`config.mk`:
```
export PLATFORM = sky130hd
export DESIGN_NAME = phy_status_summary_upper
export DESIGN_NICKNAME = d
export VERILOG_FILES = /design/src/design/phy_status_pkg.sv /design/src/design/phy_status_summary_upper.sv
export SDC_FILE = /design/constraint.sdc
export NUM_CORES = 1
export LEC_CHECK = 0
export ABC_AREA = 1
export BUFFER_PORTS_ARGS = -buffer_cell sky130_fd_sc_hd__buf_4
export CORE_MARGIN = 2
export CORE_UTILIZATION = 40
export DETAILED_ROUTE_END_ITERATION = 10
export GPL_ROUTABILITY_DRIVEN = 1
export PLACE_DENSITY_LB_ADDON = 0.05
export SLEW_MARGIN = 5
export SYNTH_ARGS = -nofsm -noshare
export SYNTH_HDL_FRONTEND = slang
export SYNTH_SLANG_ARGS = --single-unit
export TNS_END_PERCENT = 5
```
`constraint.sdc`:
```
create_clock -name i_clock -period 4.05 [get_ports i_clock]
set_input_delay 0.2025 -clock i_clock [delete_from_list [all_inputs] [get_ports i_clock]]
set_output_delay 0.2025 -clock i_clock [all_outputs]
set_load 0.02 [all_outputs]
```
`src/design/phy_status_pkg.sv`:
```
// Constants for the status summary word and its home registers
package phy_status_pkg;

	// ****************
	// Widths
	// ****************
	localparam int ADDR_W = 5;
	localparam int DATA_W = 16;
	localparam int CNT_W  = 8;
	localparam int IRQ_W  = 4;

	// ****************
	// Register addresses
	// ****************
	localparam logic [ADDR_W-1:0] ADDR_NEG_EXP  = 5'h06;
	localparam logic [ADDR_W-1:0] ADDR_SUMMARY  = 5'h10;
	localparam logic [ADDR_W-1:0] ADDR_IRQ_STAT = 5'h12;
	localparam logic [ADDR_W-1:0] ADDR_IRQ_MASK = 5'h13;
	localparam logic [ADDR_W-1:0] ADDR_FC_CNT   = 5'h14;
	localparam logic [ADDR_W-1:0] ADDR_RXE_CNT  = 5'h15;
	localparam logic [ADDR_W-1:0] ADDR_PCS_CTRL = 5'h16;
	localparam logic [ADDR_W-1:0] ADDR_PHY_CTRL = 5'h19;
	localparam logic [ADDR_W-1:0] ADDR_TENBASE  = 5'h1A;

	// ****************
	// Field positions
	// ****************
	localparam int SUM_RSVD   = 15;
	localparam int SUM_XOVER  = 14;
	localparam int SUM_RXERR  = 13;
	localparam int SUM_POL    = 12;
	localparam int SUM_FC     = 11;
	localparam int SUM_SD     = 10;
	localparam int SUM_LOCK   = 9;
	localparam int SUM_PAGE   = 8;
	localparam int SUM_IRQ    = 7;
	localparam int TEN_POL    = 4;
	localparam int NEG_PAGE   = 1;
	localparam int PCS_QUAL   = 8;
	localparam int PHYC_AUTO  = 15;
	localparam int PHYC_FORCE = 14;
	localparam int IRQ_RXERR  = 0;
	localparam int IRQ_FC     = 1;
	localparam int IRQ_PAGE   = 2;
	localparam int IRQ_SDLOSS = 3;

	// ****************
	// Values after reset
	// ****************
	localparam logic             QUAL_RST  = 1'b0;
	localparam logic             AUTO_RST  = 1'b1;
	localparam logic             FORCE_RST = 1'b0;
	localparam logic [IRQ_W-1:0] MASK_RST  = 4'h0;

endpackage : phy_status_pkg

```
`src/design/phy_status_summary_upper.sv`:
```
// Status summary word, upper half, with its home registers and interrupt
//
// The address-and-strobe port and the address map were decided locally.
`timescale 1ns/100ps
`default_nettype none

// Function
// RULE_01: Top bit ignores writes, reads zero
// RULE_02: Crossover bit one when pairs swapped
// RULE_03: Crossover bit follows enable, force, live swaps
// RULE_04: Receive error latch holds until cleared
// RULE_05: Receive error counter read clears latch
// RULE_06: Polarity mirrors tenbase bit, cleared there
// RULE_07: False carrier latch cleared by counter read
// RULE_08: Signal detect qualified by lock when enabled
// RULE_09: Detect and lock latch low, reset zero
// RULE_10: Page received copies expansion flag, cleared there
// RULE_11: Interrupt bit pending until status read
// RULE_12: Summary read clears no source
module phy_status_summary_upper #(
	parameter int CNT_W = phy_status_pkg::CNT_W
) (
	// Clock and reset
	input  wire logic                              i_clock,
	input  wire logic                              i_nrst,
	// Register port
	input  wire logic [phy_status_pkg::ADDR_W-1:0] i_addr,
	input  wire logic [phy_status_pkg::DATA_W-1:0] i_wdata,
	input  wire logic                              i_wr,
	input  wire logic                              i_rd,
	output logic      [phy_status_pkg::DATA_W-1:0] o_rdata,
	// Status sources
	input  wire logic                              i_auto_swap,
	input  wire logic                              i_rx_error_event,
	input  wire logic                              i_false_carrier_event,
	input  wire logic                              i_polarity_inverted,
	input  wire logic                              i_raw_signal_detect,
	input  wire logic                              i_descrambler_lock,
	input  wire logic                              i_page_received,
	// Outputs to the rest of the PHY
	output logic                                   o_crossover_swapped,
	output logic                                   o_link_signal_detect,
	output logic                                   o_irq
);
	import phy_status_pkg::*;

	// ****************
	// Address decode
	// ****************
	function automatic logic hit(
		input logic [ADDR_W-1:0] a,
		input logic [ADDR_W-1:0] r,
		input logic              s
	);
		return s && (a == r);
	endfunction : hit

	logic rd_summary;
	logic rd_rxe;
	logic rd_fc;
	logic rd_ten;
	logic rd_neg;
	logic rd_irq;
	logic wr_pcs;
	logic wr_phy;
	logic wr_mask;

	assign rd_summary = hit(i_addr, ADDR_SUMMARY, i_rd);
	assign rd_rxe     = hit(i_addr, ADDR_RXE_CNT, i_rd);
	assign rd_fc      = hit(i_addr, ADDR_FC_CNT, i_rd);
	assign rd_ten     = hit(i_addr, ADDR_TENBASE, i_rd);
	assign rd_neg     = hit(i_addr, ADDR_NEG_EXP, i_rd);
	assign rd_irq     = hit(i_addr, ADDR_IRQ_STAT, i_rd);
	assign wr_pcs     = hit(i_addr, ADDR_PCS_CTRL, i_wr);
	assign wr_phy     = hit(i_addr, ADDR_PHY_CTRL, i_wr);
	assign wr_mask    = hit(i_addr, ADDR_IRQ_MASK, i_wr);

	// ****************
	// Control registers
	// ****************
	logic             qual_q;
	logic             auto_q;
	logic             force_q;
	logic [IRQ_W-1:0] mask_q;

	always_ff @(posedge i_clock or negedge i_nrst) begin
		if (!i_nrst) begin
			qual_q <= QUAL_RST;
		end else if (wr_pcs) begin
			qual_q <= i_wdata[PCS_QUAL];
		end
	end

	always_ff @(posedge i_clock or negedge i_nrst) begin
		if (!i_nrst) begin
			auto_q  <= AUTO_RST;
			force_q <= FORCE_RST;
		end else if (wr_phy) begin
			auto_q  <= i_wdata[PHYC_AUTO];
			force_q <= i_wdata[PHYC_FORCE];
		end
	end

	always_ff @(posedge i_clock or negedge i_nrst) begin
		if (!i_nrst) begin
			mask_q <= MASK_RST;
		end else if (wr_mask) begin
			mask_q <= i_wdata[IRQ_W-1:0];
		end
	end

	// ****************
	// Crossover state
	// ****************
	always_ff @(posedge i_clock or negedge i_nrst) begin
		if (!i_nrst) begin
			o_crossover_swapped <= 1'b0;
		end else if (force_q) begin
			o_crossover_swapped <= 1'b1; // RULE_02
		end else begin
			o_crossover_swapped <= auto_q & i_auto_swap; // RULE_03
		end
	end

	// ****************
	// Event latches and counters
	// ****************
	logic             rxe_q;
	logic             fc_q;
	logic             pol_q;
	logic             page_q;
	logic [CNT_W-1:0] rxe_cnt_q;
	logic [CNT_W-1:0] fc_cnt_q;

	// An event in the clearing cycle keeps the latch set
	// Summary reads reach none of these latches
	always_ff @(posedge i_clock or negedge i_nrst) begin
		if (!i_nrst) begin
			rxe_q <= 1'b0;
		end else begin
			rxe_q <= i_rx_error_event | (rxe_q & ~rd_rxe); // RULE_04 RULE_05 RULE_12
		end
	end

	always_ff @(posedge i_clock or negedge i_nrst) begin
		if (!i_nrst) begin
			fc_q <= 1'b0;
		end else begin
			fc_q <= i_false_carrier_event | (fc_q & ~rd_fc); // RULE_07
		end
	end

	always_ff @(posedge i_clock or negedge i_nrst) begin
		if (!i_nrst) begin
			pol_q <= 1'b0;
		end else begin
			pol_q <= i_polarity_inverted | (pol_q & ~rd_ten); // RULE_06
		end
	end

	always_ff @(posedge i_clock or negedge i_nrst) begin
		if (!i_nrst) begin
			page_q <= 1'b0;
		end else begin
			page_q <= i_page_received | (page_q & ~rd_neg); // RULE_10
		end
	end

	// Counters saturate and restart from the pending event on read
	always_ff @(posedge i_clock or negedge i_nrst) begin
		if (!i_nrst) begin
			rxe_cnt_q <= '0;
		end else if (rd_rxe) begin
			rxe_cnt_q <= {{(CNT_W-1){1'b0}}, i_rx_error_event};
		end else if (i_rx_error_event && !(&rxe_cnt_q)) begin
			rxe_cnt_q <= rxe_cnt_q + 1'b1;
		end
	end

	always_ff @(posedge i_clock or negedge i_nrst) begin
		if (!i_nrst) begin
			fc_cnt_q <= '0;
		end else if (rd_fc) begin
			fc_cnt_q <= {{(CNT_W-1){1'b0}}, i_false_carrier_event};
		end else if (i_false_carrier_event && !(&fc_cnt_q)) begin
			fc_cnt_q <= fc_cnt_q + 1'b1;
		end
	end

	// ****************
	// Signal detect and lock, latch low
	// ****************
	logic sd_live;
	logic sd_ll_q;
	logic lock_ll_q;

	assign sd_live = i_raw_signal_detect & (i_descrambler_lock | ~qual_q); // RULE_08

	always_ff @(posedge i_clock or negedge i_nrst) begin
		if (!i_nrst) begin
			o_link_signal_detect <= 1'b0;
		end else begin
			o_link_signal_detect <= sd_live;
		end
	end

	// A summary read reloads the live level; otherwise a loss sticks
	always_ff @(posedge i_clock or negedge i_nrst) begin
		if (!i_nrst) begin
			sd_ll_q   <= 1'b0;
			lock_ll_q <= 1'b0;
		end else if (rd_summary) begin
			sd_ll_q   <= sd_live; // RULE_09
			lock_ll_q <= i_descrambler_lock;
		end else begin
			sd_ll_q   <= sd_ll_q & sd_live;
			lock_ll_q <= lock_ll_q & i_descrambler_lock;
		end
	end

	// ****************
	// Interrupt status and pending level
	// ****************
	logic [IRQ_W-1:0] ev;
	logic [IRQ_W-1:0] irq_stat_q;

	always_comb begin
		ev             = '0;
		ev[IRQ_RXERR]  = i_rx_error_event;
		ev[IRQ_FC]     = i_false_carrier_event;
		ev[IRQ_PAGE]   = i_page_received;
		ev[IRQ_SDLOSS] = o_link_signal_detect & ~sd_live;
	end

	for (genvar i = 0; i < IRQ_W; i++) begin : g_irq
		always_ff @(posedge i_clock or negedge i_nrst) begin
			if (!i_nrst) begin
				irq_stat_q[i] <= 1'b0;
			end else begin
				irq_stat_q[i] <= ev[i] | (irq_stat_q[i] & ~rd_irq); // RULE_11
			end
		end
	end

	always_ff @(posedge i_clock or negedge i_nrst) begin
		if (!i_nrst) begin
			o_irq <= 1'b0;
		end else begin
			o_irq <= |(irq_stat_q & mask_q);
		end
	end

	// ****************
	// Read data
	// ****************
	logic [DATA_W-1:0] rdata_d;

	always_comb begin
		rdata_d = '0;
		case (i_addr)
			ADDR_SUMMARY: begin
				rdata_d[SUM_RSVD]  = 1'b0; // RULE_01
				rdata_d[SUM_XOVER] = o_crossover_swapped;
				rdata_d[SUM_RXERR] = rxe_q;
				rdata_d[SUM_POL]   = pol_q;
				rdata_d[SUM_FC]    = fc_q;
				rdata_d[SUM_SD]    = sd_ll_q;
				rdata_d[SUM_LOCK]  = lock_ll_q;
				rdata_d[SUM_PAGE]  = page_q;
				rdata_d[SUM_IRQ]   = o_irq;
			end
			ADDR_NEG_EXP:  rdata_d[NEG_PAGE] = page_q;
			ADDR_TENBASE:  rdata_d[TEN_POL] = pol_q;
			ADDR_RXE_CNT:  rdata_d[CNT_W-1:0] = rxe_cnt_q;
			ADDR_FC_CNT:   rdata_d[CNT_W-1:0] = fc_cnt_q;
			ADDR_PCS_CTRL: rdata_d[PCS_QUAL] = qual_q;
			ADDR_IRQ_STAT: rdata_d[IRQ_W-1:0] = irq_stat_q;
			ADDR_IRQ_MASK: rdata_d[IRQ_W-1:0] = mask_q;
			ADDR_PHY_CTRL: begin
				rdata_d[PHYC_AUTO]  = auto_q;
				rdata_d[PHYC_FORCE] = force_q;
			end
			default: rdata_d = '0;
		endcase
	end

	always_ff @(posedge i_clock or negedge i_nrst) begin
		if (!i_nrst) begin
			o_rdata <= '0;
		end else if (i_rd) begin
			o_rdata <= rdata_d;
		end else begin
			o_rdata <= '0;
		end
	end
endmodule : phy_status_summary_upper

`default_nettype wire

```
# After elaboration in Yosys (flattened, before gate mapping)
# Cells that the tools add are included.
[totals] out_inout_bits=19 ff_bits=52 inputBits=32
[op_classes] n_eq_ne=9 add_sub_neg=2 bitwise=30 reduce_logical=18 n_mux=17
[op_table] operator="$eq A5 B5 Y1 const B" n=8
[op_table] operator="$mux W8" n=4
[op_table] operator="$add A8 B1 Y8 const B" n=2
[op_table] operator="$mux W16" n=1
[op_table] operator="$reduce_and A8 Y1" n=2
[op_table] operator="$and A1 B1 Y1" n=13
[op_table] operator="$logic_and A1 B1 Y1" n=11
[op_table] operator="$or A1 B1 Y1" n=9
[op_table] operator="$pmux W2 S2" n=2
[op_table] operator="$pmux W2 S4" n=1
[op_table] operator="$not A1 Y1" n=7
[op_table] operator="$pmux W1 S3" n=2
[op_table] operator="$eq A5 B3 Y1 const B" n=1
[op_table] operator="$mux W5" n=1
[op_table] operator="$pmux W1 S5" n=1
[op_table] operator="$and A4 B4 Y4" n=1
[op_table] operator="$pmux W1 S4" n=1
[op_table] operator="$reduce_bool A2 Y1" n=2
[op_table] operator="$reduce_or A4 Y1" n=1
[op_table] operator="$mux W1" n=3
[op_table] operator="$logic_not A1 Y1" n=2
[op_table] operator="$pmux W1 S2" n=1

# Depth between registers and ports, before layout
[depth] word_depth=6 depth_mapped=9 ltp_nobuf=9

# Worst setup path after synthesis
# No wires, ideal clock.
[synth_path] path_type="register to register" from="register fc_cnt_q[0]" to="register fc_cnt_q[0]" path_stages_with_launch=8 t_arrival_ns=1.263 setup_ns=0.066 required_time_ns=3.984 n_path_buf=0 period_less_slack_ns=1.329 slack_ns=2.721 cell_sequence="dfrtp_1 ha_1 nand2_1 inv_1 nand3_1 nand2_1 or2_2 nand3_2"
[synth_between] elab_chain_len=4 elab_cells_between_ends=7 classes_between="add/sub: 1; mux: 2; reduce/logical: 4"
[synth_lines] item="start: declaration" line="phy_status_summary_upper.sv:133" rtl="logic [CNT_W-1:0] fc_cnt_q;"
[synth_lines] item="start signal: assignment" line="phy_status_summary_upper.sv:184" rtl="fc_cnt_q <= {{(CNT_W-1){1'b0}}, i_false_carrier_event};"
[synth_lines] item="start signal: assignment" line="phy_status_summary_upper.sv:186" rtl="fc_cnt_q <= fc_cnt_q + 1'b1;"
[synth_lines] item="branches (longest 4 deep; another with $add A8 B1 Y8)"
# Several ways; the timed one is not identified. The select of a mux whose other input is x is not followed.
# A chain may end at the register's enable or synchronous reset.

# Worst setup path after layout
[layout_path] from="register rxe_cnt_q[0]" to="register rxe_cnt_q[0]"
[layout_between] elab_chain_len=4 elab_cells_between_ends=7 classes_between="add/sub: 1; mux: 2; reduce/logical: 4"
[layout_lines] item="start: declaration" line="phy_status_summary_upper.sv:132" rtl="logic [CNT_W-1:0] rxe_cnt_q;"
[layout_lines] item="start signal: assignment" line="phy_status_summary_upper.sv:174" rtl="rxe_cnt_q <= {{(CNT_W-1){1'b0}}, i_rx_error_event};"
[layout_lines] item="start signal: assignment" line="phy_status_summary_upper.sv:176" rtl="rxe_cnt_q <= rxe_cnt_q + 1'b1;"
[layout_lines] item="branches (longest 4 deep; another with $add A8 B1 Y8)"
# Several ways; the timed one is not identified. The select of a mux whose other input is x is not followed.

==> impl_results.html <==
<table>
<tr><th>Metric</th><th>Value</th></tr>
<tr><th colspan="2">Run status</th></tr>
<tr><td>Result of the run</td><td>completed</td></tr>
<tr><th colspan="2">Flow run</th></tr>
<tr><td>Maximum capacitance violations</td><td>0</td></tr>
<tr><th colspan="2">Placed design</th></tr>
<tr><td>Final GP Congestion</td><td>0.766</td></tr>
<tr><td>Half-perimeter wire length after placement</td><td>4020 um</td></tr>
<tr><td>Count of buffers from port buffering</td><td>between 40 and 50</td></tr>
<tr><td>Placed cell area</td><td>2950 sq um</td></tr>
<tr><th colspan="2">Floorplan</th></tr>
<tr><td>Starting density of the core</td><td>0.409</td></tr>
<tr><td>Area of the die</td><td>7120 sq um</td></tr>
<tr><td>Rows</td><td>29</td></tr>
<tr><td>Horizontal extent of the die</td><td>approximately 84 um</td></tr>
<tr><td>Height of the chip</td><td>84.4 um</td></tr>
<tr><td>I/O pin total</td><td>51</td></tr>
<tr><td>Placeable core region</td><td>6310 sq um</td></tr>
<tr><th colspan="2">Timing</th></tr>
<tr><td>Largest clock skew in the final design</td><td>0.00691 ns</td></tr>
<tr><td>Peak clock frequency supported by timing</td><td>between 600 and 700 MHz</td></tr>
<tr><td>RSZ-0062 raised after global routing</td><td>no</td></tr>
<tr><td>Worst hold slack</td><td>between 0.08 and 0.09 ns</td></tr>
<tr><td>Summed negative setup slack over all endpoints</td><td>0 ns</td></tr>
<tr><td>Final count of negative-setup-slack endpoints</td><td>0</td></tr>
<tr><td>Max-slew headroom at the worst pin</td><td>0.567</td></tr>
<tr><td>Hold violation total from the final report</td><td>0</td></tr>
<tr><td>Time the worst path needs with I/O delays and setup</td><td>about 1.6 ns</td></tr>
<tr><td>Fin crit share</td><td>0.383</td></tr>
<tr><td>Worst-Margin Slew</td><td>0.649 ns</td></tr>
<tr><td>Number of max-slew violations in the final report</td><td>0</td></tr>
<tr><th colspan="2">Setup path</th></tr>
<tr><td>Type of the setup path with the least slack</td><td>flip-flop to flip-flop</td></tr>
<tr><td>Depth of the worst register-to-register path</td><td>8</td></tr>
<tr><td>Cell family contributing the most delay on the critical path</td><td>simple AND/OR/NAND/NOR gates</td></tr>
<tr><td>Critical Path AT</td><td>around 1.8 ns</td></tr>
<tr><td>Total buffers and inverters traversed by the critical path</td><td>1</td></tr>
<tr><td>Peak fanout along the critical path</td><td>9</td></tr>
<tr><td>Setup slack, reg-to-reg</td><td>between 2 and 2.5 ns</td></tr>
<tr><td>Max stage delay on crit path</td><td>0.43 ns</td></tr>
<tr><td>Slowest CP cell</td><td>sky130_fd_sc_hd__dfrtp_1</td></tr>
<tr><td>Req. time, crit path</td><td>4.25 ns</td></tr>
<tr><td>CP Capture Point</td><td>rxe_cnt_q[0]</td></tr>
<tr><td>Setup crit start kind</td><td>flip-flop</td></tr>
<tr><td>Cell chain of the critical path</td><td>ha_1 &gt; nand3_1 &gt; nor2_1 &gt; nand2_1 &gt; nand2_2 &gt; inv_2 &gt; nand2_1 &gt; nand3_1</td></tr>
<tr><td>Logic depth of the worst path, buffers included</td><td>8</td></tr>
<tr><td>Reg-to-Reg End</td><td>rxe_cnt_q[0]</td></tr>
<tr><td>Beginning of the critical path</td><td>rxe_cnt_q[0]</td></tr>
<tr><td>Worst r2r src</td><td>rxe_cnt_q[0]</td></tr>
<tr><td>Endpoint type of the worst setup path</td><td>flip-flop</td></tr>
<tr><th colspan="2">Global routing</th></tr>
<tr><td>Overflow left after global routing</td><td>0</td></tr>
<tr><td>Maximum number of pins on one net before global-route repair</td><td>53</td></tr>
<tr><td>Number of antenna violations at the first check in global routing</td><td>0</td></tr>
<tr><td>Wire length of the first global-routing pass</td><td>9560 um</td></tr>
<tr><td>Total GRT Usage</td><td>0.169</td></tr>
<tr><td>Via count of the first global-routing pass</td><td>1,969</td></tr>
<tr><th colspan="2">Synth</th></tr>
<tr><td>Synthesized netlist net count</td><td>356</td></tr>
<tr><td>Number of flops mapped to enable cells by yosys</td><td>0</td></tr>
<tr><td>Most used DFF post-synth</td><td>sky130_fd_sc_hd__dfrtp_1</td></tr>
<tr><td>Synthesis Warnings</td><td>0</td></tr>
<tr><td>Synth unique cells</td><td>27</td></tr>
<tr><td>Post-Syn Area</td><td>2580 sq um</td></tr>
<tr><td>Syn avg cell area</td><td>8.03 sq um</td></tr>
<tr><td>Synth Instances</td><td>322</td></tr>
<tr><td>Async S/R FF share, synth</td><td>1.00</td></tr>
<tr><td>Sequential element share of the synthesized area</td><td>0.504</td></tr>
<tr><td>Register bit total from synthesis</td><td>52</td></tr>
<tr><th colspan="2">Power</th></tr>
<tr><td>Combinational power share</td><td>0.182</td></tr>
<tr><td>Internal power</td><td>roughly 0.87 mW</td></tr>
<tr><td>Switching fraction of total power</td><td>0.304</td></tr>
<tr><td>Cell area power density</td><td>between 400 and 500 nW/um^2</td></tr>
<tr><td>Clk network pwr share</td><td>0.285</td></tr>
<tr><td>Total net switching power</td><td>0.378 mW</td></tr>
<tr><td>Power Total</td><td>1.24 mW</td></tr>
<tr><td>Part of the total power dissipated in sequential elements</td><td>0.534</td></tr>
<tr><td>Worst supply voltage drop on vdd</td><td>between 0.15 and 0.2 mV</td></tr>
<tr><td>Static leakage</td><td>1.68 nW</td></tr>
<tr><th colspan="2">Final layout</th></tr>
<tr><td>Count of fill cells added during filler insertion</td><td>approximately 660</td></tr>
<tr><td>Antenna diode count</td><td>0</td></tr>
<tr><td>Nets@finish</td><td>400</td></tr>
<tr><td>Fraction of layout cells with a size suffix above 1</td><td>0.188</td></tr>
<tr><td>Cell area after layout</td><td>3070 sq um</td></tr>
<tr><td>Area taken by flip-flops and latches</td><td>1300 sq um</td></tr>
<tr><td>Area growth syn-to-layout</td><td>18.8%</td></tr>
<tr><td>Total area of multi-input combinational cells</td><td>approximately 1100 sq um</td></tr>
<tr><th colspan="2">CTS</th></tr>
<tr><td>Number of sinks driven by the clock tree</td><td>52</td></tr>
<tr><td>Insertion delay to the later sink of the worst-skew pair</td><td>0.31 ns</td></tr>
<tr><td>CTS tree</td><td>yes</td></tr>
<tr><td># Post-CTS Setup Buffers</td><td>0</td></tr>
<tr><td>Number of levels the H-tree was split into</td><td>2</td></tr>
<tr><td>Max clock buf depth</td><td>2</td></tr>
<tr><td>Clock tree root buffer cell</td><td>sky130_fd_sc_hd__clkbuf_8</td></tr>
<tr><td>Clock-pin slew of the registers on the worst-case setup and hold paths</td><td>0.09 ns</td></tr>
<tr><td>Number of buffers created by CTS</td><td>5</td></tr>
<tr><th colspan="2">Detailed routing</th></tr>
<tr><td>Vias per cell</td><td>4.71</td></tr>
<tr><td>Detailed-routing iteration count for the pre-antenna-repair pass</td><td>4</td></tr>
<tr><td>Detailed-route via count</td><td>2,093</td></tr>
<tr><td>Post-detailed-route wirelength per cell</td><td>approximately 12 um</td></tr>
<tr><td>DRC</td><td>0</td></tr>
<tr><td>Final WL</td><td>around 5500 um</td></tr>
<tr><td>Count of routing violations after the opening detailed-route iteration</td><td>88</td></tr>
<tr><td>Post-DRT Antenna Nets</td><td>0</td></tr>
<tr><th colspan="2">Hold path</th></tr>
<tr><td>Type of the tightest min-delay check</td><td>primary input to flip-flop</td></tr>
</table>
==> placed cells by master, fill, tap and decap left out, types with 5 or more instances in the layout <==
| cell | n |
|---|---|
| sky130_fd_sc_hd__a21oi_1 | 6 |
| sky130_fd_sc_hd__nand3_1 | 39 |
| sky130_fd_sc_hd__o21ai_0 | 14 |
| sky130_fd_sc_hd__nor2_1 | 26 |
| sky130_fd_sc_hd__inv_1 | 47 |
| sky130_fd_sc_hd__clkbuf_8 | 5 |
| sky130_fd_sc_hd__dfrtp_1 | 51 |
| sky130_fd_sc_hd__nand4_1 | 10 |
| sky130_fd_sc_hd__nand2_1 | 89 |
| sky130_fd_sc_hd__buf_4 | 41 |
==> through the flow <==
stage	cells	util	setup slack, ns
global placement	435	0.467	2.54
detailed placement	435	0.467	2.53
global route	444	0.486	2.36
finish	444	0.486	2.50
floorplan	322	-	2.72
CTS	444	0.486	2.51
==> layout make-up <==
| cell class | instances | area share |
|---|---|---|
| sequential | 52 | 0.424 |
| clock buffer | 5 | 0.0224 |
| tap | 77 | 0.0314 |
| inverter | 51 | 0.0623 |
| clock inverter | 3 | 0.0139 |
| timing repair buffer | 42 | 0.104 |
| multi-input combinational | 214 | 0.342 |
==> synthesized netlist by cell type, types with 2 or more instances <==
master	n	share of area
sky130_fd_sc_hd__o21ai_1	4	0.0077
sky130_fd_sc_hd__nand3_1	39	0.076
sky130_fd_sc_hd__buf_6	2	0.0087
sky130_fd_sc_hd__xor2_1	4	0.014
sky130_fd_sc_hd__ha_1	2	0.0097
sky130_fd_sc_hd__inv_2	4	0.0058
sky130_fd_sc_hd__o21ai_0	14	0.027
sky130_fd_sc_hd__a21oi_1	6	0.012
sky130_fd_sc_hd__nand3_2	3	0.012
sky130_fd_sc_hd__nand2_1	89	0.13
sky130_fd_sc_hd__nor3_1	2	0.0039
sky130_fd_sc_hd__nor2_4	4	0.017
sky130_fd_sc_hd__nand2_2	2	0.0048
sky130_fd_sc_hd__inv_1	47	0.068
sky130_fd_sc_hd__nand2_4	2	0.0087
sky130_fd_sc_hd__buf_2	2	0.0039
sky130_fd_sc_hd__nor2_1	26	0.038
sky130_fd_sc_hd__dfrtp_1	51	0.49
sky130_fd_sc_hd__o22ai_2	2	0.0097
sky130_fd_sc_hd__nand4_1	10	0.024
==> what timing repair did <==
| action | CTS | global route |
|---|---|---|
| endpoints found under the setup margin | 0 | 0 |
| hold endpoints to repair | 51 | 0 |
| resized for setup | 0 | 0 |
| hold buffers | 1 | 0 |
==> logic make-up (layout without fill, tap and decap cells) <==
| family | count (synthesis) | count (layout) | share of synthesized area |
|---|---|---|---|
| and+or+nand+nor | 180 | 180 | 0.321 |
| DFF | 52 | 52 | 0.504 |
| adders and majority gates | 2 | 2 | 0.00968 |
| xor gates and xnor gates | 5 | 5 | 0.0169 |
| buffers and inverters | 56 | 101 | 0.0895 |
| AOI/OAI and AO/OA | 27 | 27 | 0.0591 |
==> power by group through the flow <==
| stage | logic (mW) | registers (mW) | clock network [mW] |
|---|---|---|---|
| floorplan | 0.158 | 0.656 | 0 |
| CTS | 0.231 | 0.665 | 0.369 |
| global placement | 0.224 | 0.672 | 0 |
| global route | 0.261 | 0.677 | 0.385 |
| finish | 0.226 | 0.664 | 0.354 |
| detailed placement | 0.226 | 0.674 | 0 |
==> worst register-to-register path, cell delays in order (launching register included) <==
cell and delay, ns:
sky130_fd_sc_hd__dfrtp_1 0.43, sky130_fd_sc_hd__ha_1 0.21, sky130_fd_sc_hd__nand3_1 0.13, sky130_fd_sc_hd__nor2_1 0.15
sky130_fd_sc_hd__nand2_1 0.08, sky130_fd_sc_hd__nand2_2 0.17, sky130_fd_sc_hd__inv_2 0.12, sky130_fd_sc_hd__nand2_1 0.07
sky130_fd_sc_hd__nand3_1 0.07
==> worst min path at each step <==
stage / from / end / slack, ns / cells after the start
after floorplan: i_nrst / fc_cnt_q[0] / -0.09 / 0
after global placement: i_nrst / o_rdata[15] / 0.29 / 1
after detailed placement: i_nrst / o_rdata[15] / 0.28 / 1
after CTS: i_polarity_inverted / pol_q / 0.07 / 2
after global routing: i_polarity_inverted / pol_q / 0.07 / 2
final: i_polarity_inverted / pol_q / 0.08 / 2
==> registers in the layout (all words and copies together), names as in the netlist, 4 cells and up <==
name and cells:
mask_q 4, irq_stat_q 4, rxe_cnt_q 8, fc_cnt_q 8
o_rdata 16
==> routing by layer <==
layer / share of wire / GRT usage
met1: 0.49 / 0.244
met2: 0.46 / 0.260
met3: 0.034 / 0.0354
met4: 0.011 / 0.0433
met5: 0 / 0
Note: power is estimated with default switching activity, not from simulation.
